$ cat src/csmr_pkg.sv
package csmr_pkg;

    // ----------------------------------------------------------------
    // Opcode patterns
    // ----------------------------------------------------------------
    localparam logic [14:0] RET_PAT = 15'h0009;
    localparam logic [5:0] ROT_PAT = 6'h0d;
    localparam logic [8:0] MOV1_PAT = 9'h1d7;
    localparam logic [3:0] MOV2_PAT = 4'hf;
    localparam logic [7:0] PUSH_PAT = 8'hea;

    // ----------------------------------------------------------------
    // Field positions
    // ----------------------------------------------------------------
    localparam int RET_S_BIT = 0;
    localparam int ROT_D_BIT = 9;
    localparam int ROT_A_BIT = 8;
    localparam int ST_C_BIT = 0;
    localparam int ST_Z_BIT = 2;
    localparam int ST_N_BIT = 4;

    // ----------------------------------------------------------------
    // Addressing
    // ----------------------------------------------------------------
    localparam logic [7:0] ACC_LIMIT = 8'h5f;
    localparam logic [3:0] ACC_HI_BANK = 4'hf;
    localparam logic [3:0] ACC_LO_BANK = 4'h0;
    localparam logic [11:0] IND_ADDR_0 = 12'hfe0;
    localparam logic [11:0] IND_ADDR_1 = 12'hfe8;
    localparam logic [11:0] IND_ADDR_2 = 12'hff0;
    localparam logic [11:0] IND_MASK = 12'hff8;

    // ----------------------------------------------------------------
    // Reset values
    // ----------------------------------------------------------------
    localparam logic [7:0] BYTE_RST = 8'h00;
    localparam logic [11:0] FP_RST = 12'h000;
    localparam logic [20:0] PC_RST = 21'h000000;
    localparam logic [15:0] IR_RST = 16'h0000;

    typedef struct packed {
        logic rd;
        logic we;
        logic [11:0] addr;
        logic [7:0] wdata;
    } csmr_dmem_req_t;

endpackage : csmr_pkg

$ cat src/csmr_addr_calc.sv
`timescale 1ns/1ps

module csmr_addr_calc (
    input wire logic [11:0] base_in,
    input wire logic [6:0] offset_in,
    output logic [11:0] addr_out,
    output logic is_ind_out
);

    // ----------------------------------------------------------------
    // Offset add and indirect slot match
    // ----------------------------------------------------------------
    // Wraps within the data space; the pointer may sit near the top
    assign addr_out = base_in + {5'h00, offset_in}; // RL7
    assign is_ind_out = ((addr_out & csmr_pkg::IND_MASK) == csmr_pkg::IND_ADDR_0) ||
                        ((addr_out & csmr_pkg::IND_MASK) == csmr_pkg::IND_ADDR_1) ||
                        ((addr_out & csmr_pkg::IND_MASK) == csmr_pkg::IND_ADDR_2); // RL9

endmodule : csmr_addr_calc

$ cat src/csmr_core.sv
// Operation
// RL1: Return opcode fixed, low bit is s
// RL2: Return pops PC; s restores shadows
// RL3: Return is one word, two cycles
// RL4: Rotate left through carry, d selects target
// RL5: a picks access bank or bank select
// RL6: Indexed move is two words, 1111 second
// RL7: Addresses are pointer plus 7-bit offset
// RL8: Code never targets PC or stack bytes
// RL9: Indirect source reads zero; dest is no-op
// RL10: Indexed move reads cycle one, writes two
// RL11: Push writes literal then decrements pointer
// RL12: Push is single cycle, no flags
// RL13: Rotate sets C N Z; others keep
// RL14: Push opcode upper byte, literal lower
`timescale 1ns/1ps

module csmr_core (
    input wire logic CLK_IN,
    input wire logic RST_N_IN,
    input wire logic [15:0] INSTR_IN,
    input wire logic INSTR_VALID_IN,
    input wire logic EXT_EN_IN,
    input wire logic [20:0] STACK_TOP_IN,
    input wire logic [7:0] WS_IN,
    input wire logic [7:0] FLAGS_SHADOW_IN,
    input wire logic [7:0] BSR_SHADOW_IN,
    input wire logic FP_LOAD_IN,
    input wire logic [11:0] FP_DATA_IN,
    input wire logic [7:0] DMEM_RDATA_IN,
    output logic FETCH_READY_OUT,
    output logic INSTR_TAKEN_OUT,
    output csmr_pkg::csmr_dmem_req_t DMEM_REQ_OUT,
    output logic STACK_POP_OUT,
    output logic [20:0] PC_OUT,
    output logic [7:0] W_OUT,
    output logic [7:0] STATUS_OUT,
    output logic [7:0] BSR_OUT,
    output logic [11:0] FP_OUT
);

    // ----------------------------------------------------------------
    // Quarter phase and cycle state
    // ----------------------------------------------------------------
    typedef enum logic [3:0] {
        Q1 = 4'h1,
        Q2 = 4'h2,
        Q3 = 4'h4,
        Q4 = 4'h8
    } csmr_q_t;

    typedef enum logic [4:0] {
        ST_IDLE = 5'h01,
        ST_EXEC = 5'h02,
        ST_RET2 = 5'h04,
        ST_MOVW = 5'h08,
        ST_MOV2 = 5'h10
    } csmr_st_t;

    csmr_q_t q_reg;
    csmr_q_t q_next;
    csmr_st_t st_reg;
    csmr_st_t st_next;
    logic [15:0] ir_reg;
    logic [7:0] rdata_reg;
    logic src_ind_reg;
    logic [11:0] src_addr_reg;
    logic [11:0] dst_addr_reg;
    logic dst_ind_reg;
    csmr_pkg::csmr_dmem_req_t dreq_reg;
    csmr_pkg::csmr_dmem_req_t dreq_next;
    logic pop_reg;
    logic [20:0] pc_reg;
    logic [7:0] w_reg;
    logic [7:0] status_reg;
    logic [7:0] bsr_reg;
    logic [11:0] fp_reg;
    logic ready_reg;
    logic taken_reg;

    // ----------------------------------------------------------------
    // Decode
    // ----------------------------------------------------------------
    wire is_ret = (ir_reg[15:1] == csmr_pkg::RET_PAT); // RL1
    wire ret_s = ir_reg[csmr_pkg::RET_S_BIT];
    wire is_rot = (ir_reg[15:10] == csmr_pkg::ROT_PAT);
    wire rot_d = ir_reg[csmr_pkg::ROT_D_BIT];
    wire rot_a = ir_reg[csmr_pkg::ROT_A_BIT];
    wire is_mov1 = (ir_reg[15:7] == csmr_pkg::MOV1_PAT); // RL6
    wire is_mov2 = (ir_reg[15:12] == csmr_pkg::MOV2_PAT); // RL6
    wire is_push = (ir_reg[15:8] == csmr_pkg::PUSH_PAT); // RL14
    wire in_exec = (st_reg == ST_EXEC);
    wire in_mov2 = (st_reg == ST_MOV2) && is_mov2;
    wire take_word = (q_reg == Q1) && INSTR_VALID_IN &&
                     (st_next == ST_EXEC || st_next == ST_MOV2);

    // ----------------------------------------------------------------
    // File register address
    // ----------------------------------------------------------------
    wire [7:0] f_lit = ir_reg[7:0];
    wire f_low = (f_lit <= csmr_pkg::ACC_LIMIT);
    wire [11:0] f_idx_addr = fp_reg + {4'h0, f_lit};
    wire [11:0] f_acc_addr = f_low ? {csmr_pkg::ACC_LO_BANK, f_lit} :
                                     {csmr_pkg::ACC_HI_BANK, f_lit};
    wire [11:0] f_bank_addr = {bsr_reg[3:0], f_lit};
    // Indexed form only for the low access window with extended set on
    wire [11:0] f_addr = rot_a ? f_bank_addr :
                         ((EXT_EN_IN && f_low) ? f_idx_addr : f_acc_addr); // RL5

    // ----------------------------------------------------------------
    // Indexed move addresses
    // ----------------------------------------------------------------
    wire [11:0] mov_addr;
    wire mov_ind;

    csmr_addr_calc u_mov_addr (
        .base_in(fp_reg),
        .offset_in(ir_reg[6:0]),
        .addr_out(mov_addr),
        .is_ind_out(mov_ind)
    );

    // ----------------------------------------------------------------
    // Rotate result
    // ----------------------------------------------------------------
    wire [7:0] rot_res = {rdata_reg[6:0], status_reg[csmr_pkg::ST_C_BIT]}; // RL4
    wire rot_c = rdata_reg[7]; // RL4
    wire [7:0] mov_data = src_ind_reg ? csmr_pkg::BYTE_RST : rdata_reg; // RL9

    // ----------------------------------------------------------------
    // Next phase and state
    // ----------------------------------------------------------------
    always_comb begin
        case (q_reg)
            Q1: q_next = Q2;
            Q2: q_next = Q3;
            Q3: q_next = Q4;
            Q4: q_next = Q1;
            default: q_next = Q1;
        endcase
    end

    always_comb begin
        st_next = st_reg;
        if (q_reg == Q1) begin
            case (st_reg)
                ST_EXEC: begin
                    if (is_ret) begin
                        st_next = ST_RET2; // RL3
                    end else if (is_mov1) begin
                        st_next = INSTR_VALID_IN ? ST_MOV2 : ST_MOVW; // RL10
                    end else begin
                        st_next = INSTR_VALID_IN ? ST_EXEC : ST_IDLE;
                    end
                end
                ST_MOVW: st_next = INSTR_VALID_IN ? ST_MOV2 : ST_MOVW;
                ST_IDLE, ST_RET2, ST_MOV2: st_next = INSTR_VALID_IN ? ST_EXEC : ST_IDLE;
                default: st_next = ST_IDLE;
            endcase
        end
    end

    // ----------------------------------------------------------------
    // Data memory request
    // ----------------------------------------------------------------
    wire rot_rd = in_exec && is_rot && (q_reg == Q2);
    wire mov_rd = in_exec && is_mov1 && (q_reg == Q4); // RL10
    wire rot_wr = in_exec && is_rot && (q_reg == Q4) && rot_d;
    wire push_wr = in_exec && is_push && (q_reg == Q4); // RL11
    wire mov_wr = in_mov2 && (q_reg == Q4) && !dst_ind_reg; // RL9

    always_comb begin
        dreq_next.rd = rot_rd || mov_rd;
        dreq_next.we = rot_wr || push_wr || mov_wr;
        dreq_next.addr = dreq_reg.addr;
        dreq_next.wdata = dreq_reg.wdata;
        if (rot_rd || rot_wr) begin
            dreq_next.addr = f_addr;
        end else if (mov_rd) begin
            dreq_next.addr = src_addr_reg;
        end else if (push_wr) begin
            dreq_next.addr = fp_reg; // RL11
        end else if (mov_wr) begin
            dreq_next.addr = dst_addr_reg; // RL10
        end
        if (rot_wr) begin
            dreq_next.wdata = rot_res;
        end else if (push_wr) begin
            dreq_next.wdata = ir_reg[7:0];
        end else if (mov_wr) begin
            dreq_next.wdata = mov_data;
        end
    end

    // ----------------------------------------------------------------
    // Sequencing registers
    // ----------------------------------------------------------------
    always_ff @(posedge CLK_IN or negedge RST_N_IN) begin
        if (!RST_N_IN) begin
            q_reg <= Q1;
            st_reg <= ST_IDLE;
            ir_reg <= csmr_pkg::IR_RST;
            ready_reg <= 1'b0;
            taken_reg <= 1'b0;
        end else begin
            q_reg <= q_next;
            st_reg <= st_next;
            taken_reg <= take_word;
            ready_reg <= (q_next == Q1) && (st_reg != ST_EXEC || !is_ret);
            if (take_word) begin
                ir_reg <= INSTR_IN;
            end
        end
    end

    always_ff @(posedge CLK_IN or negedge RST_N_IN) begin
        if (!RST_N_IN) begin
            rdata_reg <= csmr_pkg::BYTE_RST;
            src_addr_reg <= csmr_pkg::FP_RST;
            src_ind_reg <= 1'b0;
            dst_addr_reg <= csmr_pkg::FP_RST;
            dst_ind_reg <= 1'b0;
            dreq_reg <= '0;
        end else begin
            dreq_reg <= dreq_next;
            // Memory answers combinationally while the read strobe is up
            if (dreq_reg.rd) begin
                rdata_reg <= DMEM_RDATA_IN;
            end
            if (in_exec && is_mov1 && (q_reg == Q3)) begin
                src_addr_reg <= mov_addr; // RL7
                src_ind_reg <= mov_ind;
            end
            if (in_mov2 && (q_reg == Q3)) begin
                dst_addr_reg <= mov_addr; // RL7
                dst_ind_reg <= mov_ind;
            end
        end
    end

    // ----------------------------------------------------------------
    // Core registers
    // ----------------------------------------------------------------
    // Shadow restore lands in Q3, so a shadowed status wins over flags
    always_ff @(posedge CLK_IN or negedge RST_N_IN) begin
        if (!RST_N_IN) begin
            pc_reg <= csmr_pkg::PC_RST;
            pop_reg <= 1'b0;
            w_reg <= csmr_pkg::BYTE_RST;
            status_reg <= csmr_pkg::BYTE_RST;
            bsr_reg <= csmr_pkg::BYTE_RST;
            fp_reg <= csmr_pkg::FP_RST;
        end else begin
            pop_reg <= in_exec && is_ret && (q_reg == Q4); // RL3
            if (in_exec && is_ret && (q_reg == Q4)) begin
                pc_reg <= STACK_TOP_IN; // RL2
            end
            if (in_exec && is_ret && ret_s && (q_reg == Q3)) begin
                w_reg <= WS_IN; // RL2
                status_reg <= FLAGS_SHADOW_IN; // RL2
                bsr_reg <= BSR_SHADOW_IN; // RL2
            end else if (in_exec && is_rot && (q_reg == Q4)) begin
                status_reg[csmr_pkg::ST_C_BIT] <= rot_c; // RL13
                status_reg[csmr_pkg::ST_N_BIT] <= rot_res[7]; // RL13
                status_reg[csmr_pkg::ST_Z_BIT] <= (rot_res == csmr_pkg::BYTE_RST); // RL13
                if (!rot_d) begin
                    w_reg <= rot_res; // RL4
                end
            end
            if (push_wr) begin
                fp_reg <= fp_reg - 12'h001; // RL11 RL12
            end else if (FP_LOAD_IN) begin
                fp_reg <= FP_DATA_IN;
            end
        end
    end

    assign FETCH_READY_OUT = ready_reg;
    assign INSTR_TAKEN_OUT = taken_reg;
    assign DMEM_REQ_OUT = dreq_reg;
    assign STACK_POP_OUT = pop_reg;
    assign PC_OUT = pc_reg;
    assign W_OUT = w_reg;
    assign STATUS_OUT = status_reg;
    assign BSR_OUT = bsr_reg;
    assign FP_OUT = fp_reg;

    // ----------------------------------------------------------------
    // Checks
    // ----------------------------------------------------------------
    property p_ret_pop;
        @(posedge CLK_IN) disable iff (!RST_N_IN)
        (in_exec && is_ret && q_reg == Q4) |=>
            (STACK_POP_OUT && PC_OUT == $past(STACK_TOP_IN));
    endproperty
    a_ret_pop: assert property (p_ret_pop) else $error("Return did not pop stack"); // RL2

    property p_ret_nop;
        @(posedge CLK_IN) disable iff (!RST_N_IN)
        (in_exec && is_ret && q_reg == Q4) |=> ##1
            (st_reg == ST_RET2 && !DMEM_REQ_OUT.we && !DMEM_REQ_OUT.rd) [*4];
    endproperty
    a_ret_nop: assert property (p_ret_nop) else $error("Return second cycle not idle"); // RL3

    property p_ret_shadow;
        @(posedge CLK_IN) disable iff (!RST_N_IN)
        (in_exec && is_ret && q_reg == Q3) |=>
            (ret_s ? (W_OUT == $past(WS_IN) && BSR_OUT == $past(BSR_SHADOW_IN))
                   : (W_OUT == $past(W_OUT) && STATUS_OUT == $past(STATUS_OUT)));
    endproperty
    a_ret_shadow: assert property (p_ret_shadow) else $error("Shadow restore wrong"); // RL2

    property p_rot_res;
        @(posedge CLK_IN) disable iff (!RST_N_IN)
        (in_exec && is_rot && q_reg == Q4) |=>
            (STATUS_OUT[0] == $past(rdata_reg[7]) &&
             (rot_d ? (DMEM_REQ_OUT.we && DMEM_REQ_OUT.wdata == $past(rot_res))
                    : (W_OUT == $past(rot_res) && !DMEM_REQ_OUT.we)));
    endproperty
    a_rot_res: assert property (p_rot_res) else $error("Rotate result wrong"); // RL4

    property p_rot_addr;
        @(posedge CLK_IN) disable iff (!RST_N_IN)
        (in_exec && is_rot && q_reg == Q2 && rot_a) |=>
            (DMEM_REQ_OUT.rd && DMEM_REQ_OUT.addr == {$past(BSR_OUT[3:0]), $past(ir_reg[7:0])});
    endproperty
    a_rot_addr: assert property (p_rot_addr) else $error("Banked address wrong"); // RL5

    property p_push;
        @(posedge CLK_IN) disable iff (!RST_N_IN)
        (in_exec && is_push && q_reg == Q4) |=>
            (DMEM_REQ_OUT.we && DMEM_REQ_OUT.addr == $past(FP_OUT) &&
             DMEM_REQ_OUT.wdata == $past(ir_reg[7:0]) &&
             FP_OUT == $past(FP_OUT) - 12'h001 && STATUS_OUT == $past(STATUS_OUT));
    endproperty
    a_push: assert property (p_push) else $error("Push write or decrement wrong"); // RL11

    property p_mov_rd;
        @(posedge CLK_IN) disable iff (!RST_N_IN)
        (in_exec && is_mov1 && q_reg == Q4) |=>
            (DMEM_REQ_OUT.rd && DMEM_REQ_OUT.addr == $past(FP_OUT) + {5'h00, $past(ir_reg[6:0])});
    endproperty
    a_mov_rd: assert property (p_mov_rd) else $error("Move source read wrong"); // RL10

    property p_mov_zero;
        @(posedge CLK_IN) disable iff (!RST_N_IN)
        (in_mov2 && q_reg == Q4 && !dst_ind_reg && src_ind_reg) |=>
            (DMEM_REQ_OUT.we && DMEM_REQ_OUT.wdata == 8'h00);
    endproperty
    a_mov_zero: assert property (p_mov_zero) else $error("Indirect source not zero"); // RL9

    property p_mov_nop;
        @(posedge CLK_IN) disable iff (!RST_N_IN)
        (in_mov2 && q_reg == Q4 && dst_ind_reg) |=> !DMEM_REQ_OUT.we;
    endproperty
    a_mov_nop: assert property (p_mov_nop) else $error("Indirect dest was written"); // RL9

endmodule : csmr_core

$ cat config.mk
export PLATFORM = sky130hd
export DESIGN_NAME = csmr_core
export DESIGN_NICKNAME = d
export VERILOG_FILES = /design/src/csmr_pkg.sv /design/src/csmr_addr_calc.sv /design/src/csmr_core.sv
export SDC_FILE = /design/constraint.sdc
export NUM_CORES = 1
export LEC_CHECK = 0
export ABC_AREA = 1
export BUFFER_PORTS_ARGS = -buffer_cell sky130_fd_sc_hd__buf_2
export CAP_MARGIN = 20
export CORE_MARGIN = 10
export CORE_UTILIZATION = 40
export CTS_CLUSTER_DIAMETER = 120
export CTS_CLUSTER_SIZE = 24
export DETAILED_ROUTE_END_ITERATION = 10
export GPL_TIMING_DRIVEN = 1
export HOLD_SLACK_MARGIN = 0.15
export PLACE_DENSITY_LB_ADDON = 0.2
export SETUP_SLACK_MARGIN = 0.1
export SYNTH_ARGS = -nofsm -noshare
export SYNTH_HDL_FRONTEND = slang
export SYNTH_SLANG_ARGS = --single-unit
$ cat constraint.sdc
create_clock -name CLK_IN -period 2.5 [get_ports CLK_IN]
set_input_delay 0.25 -clock CLK_IN [delete_from_list [all_inputs] [get_ports CLK_IN]]
set_output_delay 0.25 -clock CLK_IN [all_outputs]
set_load 0.01 [all_outputs]
==> results.rst, run 1 <==
.. list-table::
   :header-rows: 1

   * - Metric
     - Value
   * - Total core area
     - between 0.015 and 0.02 mm²
   * - Sequential element share of the synthesized area
     - 0.465
   * - Width of the chip
     - 158 µm
   * - Count of port buffers added during placement
     - 167
   * - Post-route ant nets
     - 0
   * - Final Hold Viols
     - 0
   * - Max-slew violation count
     - 0
   * - Kind of capture point of the worst setup path
     - register
   * - Leakage power total
     - between 5 and 6 nW
   * - Pin count of the biggest net entering global routing
     - 63
   * - Initial Utilization
     - 0.406
   * - Fin nets
     - ~1.4k
   * - Reported max-cap violation count
     - 0
   * - Number of diodes
     - 0
   * - Total power draw
     - about 7.4 mW
   * - Total net switching power
     - approximately 2.6 mW
   * - Setup Skew
     - 8.84 ps
   * - Max FFs per register
     - 22
   * - Commonest register cell after synthesis
     - sky130_fd_sc_hd__dfrtp_1
   * - Number of antenna violations at the first check in global routing
     - 0
   * - GP Congestion
     - 0.960
   * - Peak supply drop
     - slightly above 0.0005 V
   * - Final WL
     - 24500 µm
   * - Startpoint Class
     - register
   * - Capture instance of the worst register-to-register path
     - dst_ind_reg$_DFFE_PN0P_
   * - Share of final-layout standard cells stronger than drive strength 1
     - 0.208
   * - Post-synthesis async set-or-reset flop share
     - 1.00
   * - Min Tclk post-route
     - approximately 2200 ps
   * - FILL cells
     - between 1.5k and 2k
   * - Yosys warnings
     - 0
   * - Clock edge transition at the registers on the reported setup and hold paths
     - 60 ps
   * - Netlist area before placement
     - 0.00759 mm²
   * - Outcome
     - complete, no violations
   * - WL/cell
     - roughly 16 µm
   * - Overall routing resource usage
     - 0.197
   * - Number of distinct standard cells referenced by the synthesized netlist
     - 42
   * - Footprint of the multi-input gates
     - about 0.0036 mm²
   * - Cell count after synthesis
     - 1016
   * - Number of global-route vias before repair
     - approximately 7.4k
   * - Area occupied by registers
     - 0.00353 mm²
   * - Power density normalized to cell area
     - 729 mW/mm²
   * - Root Buffer
     - sky130_fd_sc_hd__clkbuf_16
   * - Share of total power in the clock network
     - 0.363
   * - Die outline height
     - 158 µm
   * - Syn-to-layout area delta
     - 34.5%
   * - Max Root-Sink Buffers
     - 2
   * - Startpoint of the most critical setup path
     - ir_reg[0]$_DFFE_PN0P_
   * - Clock tree from TritonCTS
     - yes
   * - Unrepaired setup endpoints after global routing
     - false
   * - TritonCTS buffer count
     - 17
   * - Portion of total power attributed to sequential cells
     - 0.368
   * - Switching Share
     - 0.349
   * - Grt ovf
     - 0
   * - Clock sink count
     - between 100 and 150
   * - First-pass GRT wire length
     - about 39000 µm
   * - Drc violations
     - 0
   * - Initial DRC Count
     - between 500 and 600
   * - Arrival time of the worst setup path
     - approximately 2600 ps
   * - Startpoint of the tightest hold check path
     - FP_DATA_IN[11]
   * - Post-DP HPWL
     - 18100 µm
   * - Synth Register Bits
     - approximately 140
   * - Maximum fanout encountered on the critical timing path
     - 5
   * - EDFF count, synth
     - 0
   * - Number of H-tree levels
     - 4
   * - Critical path destination
     - dst_ind_reg$_DFFE_PN0P_
   * - Classification of the worst-slack hold path
     - in2reg
   * - Mean number of vias per cell
     - 5.00
   * - Total nets after synthesis
     - between 1k and 1.5k
   * - Number of cell rows
     - 50
   * - Share of total power in combinational logic
     - 0.269
   * - Avg Inst Size Synth
     - roughly 7.5 µm²
   * - Startpoint of the lowest-slack register-to-register path
     - ir_reg[0]$_DFFE_PN0P_
   * - Count of cells along the worst register-to-register path
     - 14
   * - Reg2Reg Setup Slack
     - 310 ps
   * - Worst-Margin Slew
     - between 600 and 700 ps
   * - Crit Path Category
     - reg2reg
   * - Final setup viols
     - 0
   * - Total die area
     - about 0.025 mm²
   * - Normalized max-slew margin
     - 0.581
   * - Final TNS setup
     - 0 ps
   * - Achievable frequency
     - around 0.46 GHz
   * - Via count
     - approximately 7.6k
   * - Period utilisation layout
     - 0.876
   * - Data required time at the worst endpoint
     - 2870 ps
   * - Skew-Pair Late Insertion Delay
     - 430 ps
   * - Number of top-level design ports
     - between 150 and 200
   * - Internal Power
     - ~4.8 mW
   * - Number of detailed-routing iterations run before antenna repair
     - 5
power groups by stage:
| stage | registers (mW) | logic (mW) | clock network [mW] |
|---|---|---|---|
| 2_1_floorplan | 2.67 | 1.27 | 0 |
| 3_3_place_gp | 2.76 | 1.87 | 0 |
| 3_5_place_dp | 2.77 | 1.87 | 0 |
| 4_1_cts | 2.73 | 1.98 | 2.76 |
| 5_1_grt | 2.76 | 2.26 | 2.85 |
| 6_report | 2.74 | 2.00 | 2.70 |
worst max-delay path: stages, from the launching register on:
cell and delay (ps):
sky130_fd_sc_hd__dfrtp_2 430, sky130_fd_sc_hd__ha_1 200, sky130_fd_sc_hd__inv_1 60, sky130_fd_sc_hd__fa_1 390, sky130_fd_sc_hd__inv_1 70, sky130_fd_sc_hd__nand3_1 70, sky130_fd_sc_hd__nand2_1 150, sky130_fd_sc_hd__nand4_1 160
sky130_fd_sc_hd__nand2_2 110, sky130_fd_sc_hd__nand2_1 50, sky130_fd_sc_hd__nand2_1 50, sky130_fd_sc_hd__nand2_1 90, sky130_fd_sc_hd__nor2_1 150, sky130_fd_sc_hd__nand3_1 90, sky130_fd_sc_hd__nand2_1 60
metal layers:
layer	GRT usage	share of wire
met5	0	0
met4	0.0628	0.021
met3	0.0450	0.065
met2	0.284	0.44
met1	0.285	0.48
how the worst min path moves through the flow:
stage | end | slack (ps) | depth (start not counted)
final | FP_OUT[11]$_DFFE_PN0P_ | 170 | 3
after global routing | FP_OUT[11]$_DFFE_PN0P_ | 170 | 3
after CTS | FP_OUT[0]$_DFFE_PN0P_ | 170 | 5
after detailed placement | DMEM_REQ_OUT[16]$_DFFE_PN0P_ | 300 | 1
after global placement | src_addr_reg[8]$_DFFE_PN0P_ | 300 | 1
after floorplan | BSR_OUT[0]$_DFFE_PN0P_ | -50 | 0
cell type report:
class | instances | share of cell area
Tap cell | 234 | 0.0287
Clock buffer | 19 | 0.0444
Timing Repair Buffer | 275 | 0.184
Clock inverter | 13 | 0.0173
Sequential cell | 141 | 0.346
Inverter | 84 | 0.0309
Multi-Input combinational cell | 757 | 0.349
synth_stat cells, drive strengths merged (2+ instances only):
cell,number,share of area
o21ai,87,0.058
nand2,402,0.20
buf,23,0.020
o22ai,5,0.0041
clkbuf,11,0.0054
nand3b,4,0.0040
dfrtp,139,0.46
xor2,5,0.0058
ha,9,0.015
a21oi,27,0.018
or2,2,0.0016
nor2,74,0.043
dfstp,2,0.0069
inv,83,0.041
nand3,91,0.067
o221ai,2,0.0023
nand4,11,0.011
a21o,2,0.0020
o211ai,17,0.017
nor4,2,0.0025
nor3,12,0.0079
per-stage QoR:
stage	util	cell area, µm²	setup slack, ps	hold WS [ps]	std cells
global placement	0.468	8760	316	297	1410
global route	0.546	10200	102	172	1523
finish	0.546	10200	310	171	1523
detailed placement	0.468	8760	255	296	1410
CTS	0.545	10200	239	169	1522
floorplan	-	7590	537	-45.6	1016
kinds of logic (layout without fill, tap and decap cells):
group	after synthesis	in the layout	share of synthesized area
simple gates	598	598	0.339
compound gates	143	143	0.104
flops	141	141	0.465
buf+inv	118	391	0.0674
fa+ha+maj	10	10	0.0175
xor+xnor	6	6	0.00692
placed cells by master (no fill, tap or decap), types with 26 or more instances in the layout:
cell / n
sky130_fd_sc_hd__nand2_1: 393
sky130_fd_sc_hd__buf_2: 166
sky130_fd_sc_hd__dfrtp_1: 138
sky130_fd_sc_hd__nand3_1: 84
sky130_fd_sc_hd__dlygate4sd3_1: 80
sky130_fd_sc_hd__inv_1: 74
sky130_fd_sc_hd__nor2_1: 66
sky130_fd_sc_hd__o21ai_0: 60
sky130_fd_sc_hd__a21oi_1: 27
sky130_fd_sc_hd__o21ai_1: 26
sky130_fd_sc_hd__buf_4: 26
timing repair:
item / CTS / global route
setup buffers: 0 / 1
hold buffers: 80 / 0
setup endpoints to repair: 0 / 9
hold endpoints to repair: 137 / 0
resized for setup: 0 / 5
(Power assumes the default switching activity.)
==> run 2: changes to the inputs <==
==> constraint.sdc (replaced) <==
create_clock -name CLK_IN -period 2.5 [get_ports CLK_IN]
set_input_delay 0 -clock CLK_IN [delete_from_list [all_inputs] [get_ports CLK_IN]]
set_output_delay 0 -clock CLK_IN [all_outputs]
set_load 0.01 [all_outputs]
==> run 2 against run 1 <==
Clock skew fell by 3.3 ps. Flip-flop and latch count unchanged. Via count rose by 0.37%. Combinational power about the same. Critical endpoint is now src_ind_reg$_DFFE_PN0P_. Critical path type unchanged. Setup slack better by 24 ps. Sequential power hardly changed. Fmax rose by 1.1%. Clock power shrank 3%. Register-to-register slack better by 20 ps.
==> results.rst, run 2 (synthesis gave the netlist of run 1 again) <==
.. list-table::
   :header-rows: 1

   * - Metric
     - Value
   * - Number of diodes
     - 0
   * - Number of detailed-routing iterations run before antenna repair
     - 6
   * - Largest stage delay on the critical path
     - around 430 ps
   * - Internal Power
     - approximately 4.8 mW
   * - Max-slew violation count
     - 0
   * - Width of the chip
     - around 160 µm
   * - Post-route ant nets
     - 0
   * - Final TNS setup
     - 0 ps
   * - Leakage power total
     - ~5.1 nW
   * - Switching Share
     - 0.349
   * - Skew-Pair Late Insertion Delay
     - 420 ps
   * - Routed length on met2
     - 10700 µm
   * - Final setup viols
     - 0
   * - Routed length on met3
     - 1740 µm
   * - Share of total power in the clock network
     - 0.359
   * - Mean number of vias per cell
     - 5.00
   * - Crit Path Category
     - reg2reg
   * - Overall routing resource usage
     - 0.199
   * - Arrival time of the worst setup path
     - between 2000 and 3000 ps
   * - First-pass GRT wire length
     - about 39000 µm
   * - Levels on crit path
     - 10
   * - Root Buffer
     - sky130_fd_sc_hd__clkbuf_16
   * - Achievable frequency
     - roughly 0.46 GHz
   * - Grt ovf
     - 0
   * - Number of global-route vias before repair
     - around 7.5k
   * - Number of top-level design ports
     - 168
   * - CP delay by family, top
     - simple AND/OR/NAND/NOR gates
   * - Min Hold Slack
     - about 190 ps
   * - Peak supply drop
     - 0.000530 V
   * - Setup Skew
     - between 5 and 6 ps
   * - Worst Path Buf+Inv
     - 0
   * - Fin nets
     - between 1k and 1.5k
   * - Total core area
     - ~0.019 mm²
   * - Uppermost layer routed
     - met4
   * - Final Hold Viols
     - 0
   * - Count of cells along the worst register-to-register path
     - 10
   * - Maximum fanout encountered on the critical timing path
     - 7
   * - Period utilisation layout
     - 0.866
   * - Fraction of the core area covered by cells at the end of the flow
     - 0.549
   * - Clock tree from TritonCTS
     - yes
   * - Die outline height
     - ~160 µm
   * - Clock sink count
     - 141
   * - Total die area
     - about 0.025 mm²
   * - Max FFs per register
     - 22
   * - Commonest non-fill, non-tap cell in the layout
     - sky130_fd_sc_hd__nand2_1
   * - Count of port buffers added during placement
     - approximately 170
   * - WL/cell
     - 16.1 µm
   * - Number of antenna violations at the first check in global routing
     - 0
   * - Syn-to-layout area delta
     - 35.3%
   * - TritonCTS buffer count
     - 17
   * - CP max-delay cell
     - sky130_fd_sc_hd__dfrtp_1
   * - GP Congestion
     - between 0.8 and 0.9
   * - Post-DP HPWL
     - around 18000 µm
   * - Normalized max-slew margin
     - 0.612
   * - Cell area reported after detailed placement
     - just under 0.009 mm²
   * - Total net switching power
     - 2.56 mW
   * - Reported max-cap violation count
     - 0
   * - Outcome
     - complete, no violations
   * - Initial Utilization
     - 0.406
   * - Unrepaired setup endpoints after global routing
     - false
   * - Share of total power in combinational logic
     - 0.269
   * - Worst-Margin Slew
     - between 500 and 600 ps
   * - Initial DRC Count
     - about 530
   * - Kind of capture point of the worst setup path
     - register
   * - Worst path most repeated cell
     - sky130_fd_sc_hd__nand2_1
   * - Drc violations
     - 0
   * - Startpoint Class
     - register
   * - Classification of the worst-slack hold path
     - in2async
   * - Min Tclk post-route
     - roughly 2200 ps
   * - Max Root-Sink Buffers
     - 2
   * - Share of final-layout standard cells stronger than drive strength 1
     - 0.204
   * - Number of H-tree levels
     - 4
   * - Clock edge transition at the registers on the reported setup and hold paths
     - around 60 ps
   * - Via count
     - between 7k and 8k
   * - Pin count of the biggest net entering global routing
     - 58
   * - Number of cell rows
     - 50
   * - Critical Path, Cell by Cell
     - ha_1, nand2_1, nor2_1, nand2_1, nand2_1, xor2_1, nand3_1, nor2_2, nand3_1, nand2_1
   * - Commonest non-fill, non-tap cells in the layout
     - 394 x sky130_fd_sc_hd__nand2_1, 166 x sky130_fd_sc_hd__buf_2, 138 x sky130_fd_sc_hd__dfrtp_1
   * - Routed metal-1 wirelength
     - roughly 12000 µm
   * - Data required time at the worst endpoint
     - approximately 2900 ps
   * - Final WL
     - between 20000 and 25000 µm
   * - Portion of total power attributed to sequential cells
     - 0.372
   * - Power density normalized to cell area
     - between 700 and 800 mW/mm²
   * - Cell area after layout
     - 0.0103 mm²
## run 2: cell types whose count changed in the layout (fill, tap and decap cells not counted), moves of 2 or more
cell                            before  now
sky130_fd_sc_hd__clkinvlp_4          0    2
sky130_fd_sc_hd__buf_4              26   24
sky130_fd_sc_hd__clkbuf_8            2    0
sky130_fd_sc_hd__dlygate4sd3_1      80   90
## run 2: worst paths after layout
kind,slack [ps],start,to
worst max-delay path,330,FP_OUT[6]$_DFFE_PN0P_,src_ind_reg$_DFFE_PN0P_
worst min-delay path,190,RST_N_IN,DMEM_REQ_OUT[15]$_DFFE_PN0P_
worst max register to register,330,FP_OUT[6]$_DFFE_PN0P_,src_ind_reg$_DFFE_PN0P_
worst min register to register,470,STATUS_OUT[6]$_DFFE_PN0P_,STATUS_OUT[6]$_DFFE_PN0P_
max in group asynchronous,1980,RST_N_IN,ir_reg[15]$_DFFE_PN0P_
min in group CLK_IN,270,EXT_EN_IN,DMEM_REQ_OUT[11]$_DFFE_PN0P_
## run 2: through the flow
stage	power, mW	instances	setup WS, ps
3_3_place_gp	4.59	1405	344
4_1_cts	7.38	1528	227
2_1_floorplan	3.94	1016	537
5_1_grt	7.77	1531	127
3_5_place_dp	4.59	1405	324
6_report	7.34	1531	335
## run 2: metal layers
| layer | global-route usage | up-vias |
|---|---|---|
| li1 | - | 3828 |
| met3 | 0.0513 | 29 |
| met1 | 0.283 | 3539 |
| met2 | 0.285 | 254 |
| met5 | 0 | - |
| met4 | 0.0654 | 0 |
## run 2: power groups by stage
stage | clock [mW] | sequential [mW] | combinational, mW
after global placement | 0 | 2.75 | 1.83
after CTS | 2.70 | 2.72 | 1.96
after detailed placement | 0 | 2.76 | 1.83
final | 2.63 | 2.73 | 1.97
after global routing | 2.79 | 2.76 | 2.22
after floorplan | 0 | 2.67 | 1.27
## run 2: worst reg2reg max path, stage by stage, from the launching register on
cell	delay, ps
sky130_fd_sc_hd__dfrtp_1	430
sky130_fd_sc_hd__ha_1	420
sky130_fd_sc_hd__nand2_1	130
sky130_fd_sc_hd__nor2_1	200
sky130_fd_sc_hd__nand2_1	110
sky130_fd_sc_hd__nand2_1	110
sky130_fd_sc_hd__xor2_1	300
sky130_fd_sc_hd__nand3_1	140
sky130_fd_sc_hd__nor2_2	120
sky130_fd_sc_hd__nand3_1	80
sky130_fd_sc_hd__nand2_1	60
## run 2: area by class of cell
class                      count  area, µm²
clock inverter                15        185
fill                        1798       8430
inverter                      84        315
multi-input combinational    757       3550
clock buffer                  17        425
tap                          234        293
timing repair buffer         283       1970
sequential                   141       3530
## run 2: repair_timing
item / in CTS / in global routing
endpoints found under the setup margin: 0 / 5
endpoints found under the hold margin: 224 / 0
buffers inserted: 0 / 3
resized for setup: 0 / 3
hold buffers: 91 / 0
==> run 3: changes to the inputs <==
--- a/config.mk
+++ b/config.mk
@@ -8,7 +8,8 @@
 export ABC_AREA = 1
 export BUFFER_PORTS_ARGS = -buffer_cell sky130_fd_sc_hd__buf_2
 export CAP_MARGIN = 20
-export CORE_MARGIN = 10
+export CORE_ASPECT_RATIO = 0.8
+export CORE_MARGIN = 2
 export CORE_UTILIZATION = 40
 export CTS_CLUSTER_DIAMETER = 120
 export CTS_CLUSTER_SIZE = 24
@@ -16,7 +17,6 @@
 export GPL_TIMING_DRIVEN = 1
 export HOLD_SLACK_MARGIN = 0.15
 export PLACE_DENSITY_LB_ADDON = 0.2
-export SETUP_SLACK_MARGIN = 0.1
 export SYNTH_ARGS = -nofsm -noshare
 export SYNTH_HDL_FRONTEND = slang
 export SYNTH_SLANG_ARGS = --single-unit
==> run 3 against run 2 <==
Sequential share of layout area fell by 0.55 points. Non-clock buffer count rose by 14. Clock-buffer cell count did not move. Cell count rose by 2.7%. Global-route usage rose by 5.0 points. Hold slack improved by 35 ps. Largest power group unchanged. Clock skew rose by 6.2 ps. Critical path depth fell by 1. Cell area rose by 1.7%.
==> results.rst, run 3 (synthesis gave the netlist of run 1 again) <==
.. list-table::
   :header-rows: 1

   * - Metric
     - Value
   * - Share of final-layout standard cells stronger than drive strength 1
     - 0.207
   * - Largest stage delay on the critical path
     - around 560 ps
   * - FILL cells
     - between 1.5k and 2k
   * - Internal Power
     - 4.64 mW
   * - Pin count of the biggest net entering global routing
     - between 50 and 60
   * - Peak supply drop
     - approximately 0.00055 V
   * - Max-slew violation count
     - 0
   * - Clock tree from TritonCTS
     - yes
   * - Number of H-tree levels
     - 4
   * - Crit Path Category
     - reg2reg
   * - Unrepaired setup endpoints after global routing
     - false
   * - Final WL
     - 24900 µm
   * - Normalized max-slew margin
     - 0.614
   * - Grt ovf
     - 0
   * - Final TNS setup
     - 0 ps
   * - Kind of capture point of the worst setup path
     - register
   * - Min Tclk post-route
     - ~2300 ps
   * - Arrival time of the worst setup path
     - roughly 2700 ps
   * - Area occupied by registers
     - about 0.0035 mm²
   * - Data required time at the worst endpoint
     - around 2900 ps
   * - Footprint of the multi-input gates
     - about 0.0036 mm²
   * - Overall routing resource usage
     - 0.248
   * - Clock sink count
     - 141
   * - Commonest non-fill, non-tap cells in the layout
     - 393 x sky130_fd_sc_hd__nand2_1, 166 x sky130_fd_sc_hd__buf_2, 136 x sky130_fd_sc_hd__dfrtp_1
   * - Classification of the worst-slack hold path
     - in2reg
   * - Mean number of vias per cell
     - roughly 5.0
   * - Fin nets
     - about 1.4k
   * - Skew-Pair Late Insertion Delay
     - around 430 ps
   * - Portion of total power attributed to sequential cells
     - 0.382
   * - Critical Path, Cell by Cell
     - inv_1, nand2_1, nor3_1, nand2_1, inv_1, buf_4, a21oi_1, dlygate4sd3_1, o22ai_1
   * - Via count
     - 7821
   * - Share of total power in combinational logic
     - 0.268
   * - Maximum fanout encountered on the critical timing path
     - 21
   * - Count of port buffers added during placement
     - around 170
   * - Number of detailed-routing iterations run before antenna repair
     - 5
   * - Final Hold Viols
     - 0
   * - Post-route ant nets
     - 0
   * - Initial DRC Count
     - 650
   * - Reported max-cap violation count
     - 0
   * - Outcome
     - complete, no violations
   * - Initial Utilization
     - 0.404
   * - Total core area
     - 0.0188 mm²
   * - Number of cell rows
     - 45
   * - Worst-Margin Slew
     - around 580 ps
   * - TritonCTS buffer count
     - 17
   * - Commonest non-fill, non-tap cell in the layout
     - sky130_fd_sc_hd__nand2_1
   * - Total die area
     - between 0.02 and 0.025 mm²
   * - Worst setup slack after layout
     - approximately 180 ps
   * - Worst slack, placed
     - about 210 ps
   * - Number of global-route vias before repair
     - 7241
   * - CP max-delay cell
     - sky130_fd_sc_hd__dlygate4sd3_1
   * - Number of antenna violations at the first check in global routing
     - 0
   * - Leakage power total
     - between 5 and 6 nW
   * - Period utilisation layout
     - 0.927
   * - Number of diodes
     - 0
   * - Share of total power in the clock network
     - 0.350
   * - GP Congestion
     - slightly above 0.9
   * - Width of the chip
     - between 150 and 200 µm
   * - Max FFs per register
     - 22
   * - Achievable frequency
     - ~0.43 GHz
   * - First-pass GRT wire length
     - between 30000 and 40000 µm
   * - Syn-to-layout area delta
     - 37.7%
   * - Clock edge transition at the registers on the reported setup and hold paths
     - around 70 ps
   * - Root Buffer
     - sky130_fd_sc_hd__clkbuf_16
   * - Post-DP HPWL
     - around 17000 µm
   * - Switching Share
     - 0.371
   * - Drc violations
     - 0
   * - Die outline height
     - 127 µm
   * - Startpoint Class
     - register
   * - Total net switching power
     - between 2 and 3 mW
   * - Number of top-level design ports
     - 168
   * - WL/cell
     - 15.8 µm
   * - Power density normalized to cell area
     - approximately 710 mW/mm²
   * - Final setup viols
     - 0
   * - Max Root-Sink Buffers
     - 2
   * - Setup Skew
     - about 12 ps
==> run 3: changes by cell type in the layout (fill, tap and decap cells not counted), moves of 2 or more <==
cell / delta
sky130_fd_sc_hd__dfrtp_2: +2
sky130_fd_sc_hd__bufinv_16: -2
sky130_fd_sc_hd__nor2_4: +2
sky130_fd_sc_hd__clkinv_2: -2
sky130_fd_sc_hd__inv_8: +6
sky130_fd_sc_hd__dfrtp_1: -2
sky130_fd_sc_hd__clkinv_4: -3
sky130_fd_sc_hd__dlygate4sd3_1: +14
sky130_fd_sc_hd__nand2_2: +2
==> run 3: timing repair <==
item / CTS / global route
setup buffers: 0 / 3
hold endpoints to repair: 225 / 0
gates resized for setup: 0 / 8
hold buffers: 104 / 0
endpoints found under the setup margin: 0 / 16
==> run 3: final timing paths <==
check,start,endpoint,slack [ps],depth (start not counted)
setup / recovery,ir_reg[8]$_DFFE_PN0P_,FP_OUT[10]$_DFFE_PN0P_,180,9
hold / removal,EXT_EN_IN,DMEM_REQ_OUT[12]$_DFFE_PN0P_,220,6
setup reg to reg,ir_reg[8]$_DFFE_PN0P_,FP_OUT[10]$_DFFE_PN0P_,180,9
hold reg to reg,STATUS_OUT[4]$_DFFE_PN0P_,STATUS_OUT[4]$_DFFE_PN0P_,480,2
max in group asynchronous,RST_N_IN,DMEM_REQ_OUT[4]$_DFFE_PN0P_,790,4
min in group asynchronous,RST_N_IN,src_addr_reg[7]$_DFFE_PN0P_,640,3
==> run 3: final cells by class <==
class,instances,share of cell area
Inverter,84,0.0302
Sequential cell,141,0.338
Tap cell,258,0.0309
Clock inverter,15,0.0164
Clock buffer,17,0.0407
Timing Repair Buffer,297,0.200
Multi-Input combinational cell,760,0.344
==> run 3: power by group through the flow <==
stage	clock network (mW)	logic, mW	registers [mW]
after global routing	2.72	2.22	2.84
after global placement	0	1.74	2.82
after CTS	2.61	1.88	2.79
final	2.58	1.98	2.82
after detailed placement	0	1.73	2.83
after floorplan	0	1.27	2.67
==> run 3: stage by stage <==
stage | cells | hold WS, ps | utilization | power (mW) | instance area (µm²)
6_report | 1572 | 223 | 0.556 | 7.38 | 10500
5_1_grt | 1572 | 242 | 0.556 | 7.79 | 10500
4_1_cts | 1566 | 201 | 0.552 | 7.28 | 10400
3_5_place_dp | 1430 | 16.4 | 0.465 | 4.57 | 8750
3_3_place_gp | 1430 | 32.1 | 0.465 | 4.56 | 8750
2_1_floorplan | 1016 | -296 | - | 3.94 | 7590
==> run 3: worst max-delay path, delay by kind of cell (launching register included) <==
family / cells / cell delay (ps)
buffers and inverters: 4 / 1050
AOI/OAI and AO/OA: 2 / 190
DFF: 1 / 480
and+or+nand+nor: 3 / 490
==> run 3: metal layers <==
layer,global-route usage,vias up,share of wire
met5,0,-,0
met4,0.0737,0,0.018
met3,0.0553,32,0.069
met2,0.340,289,0.41
met1,0.389,3615,0.50
li1,-,3885,-
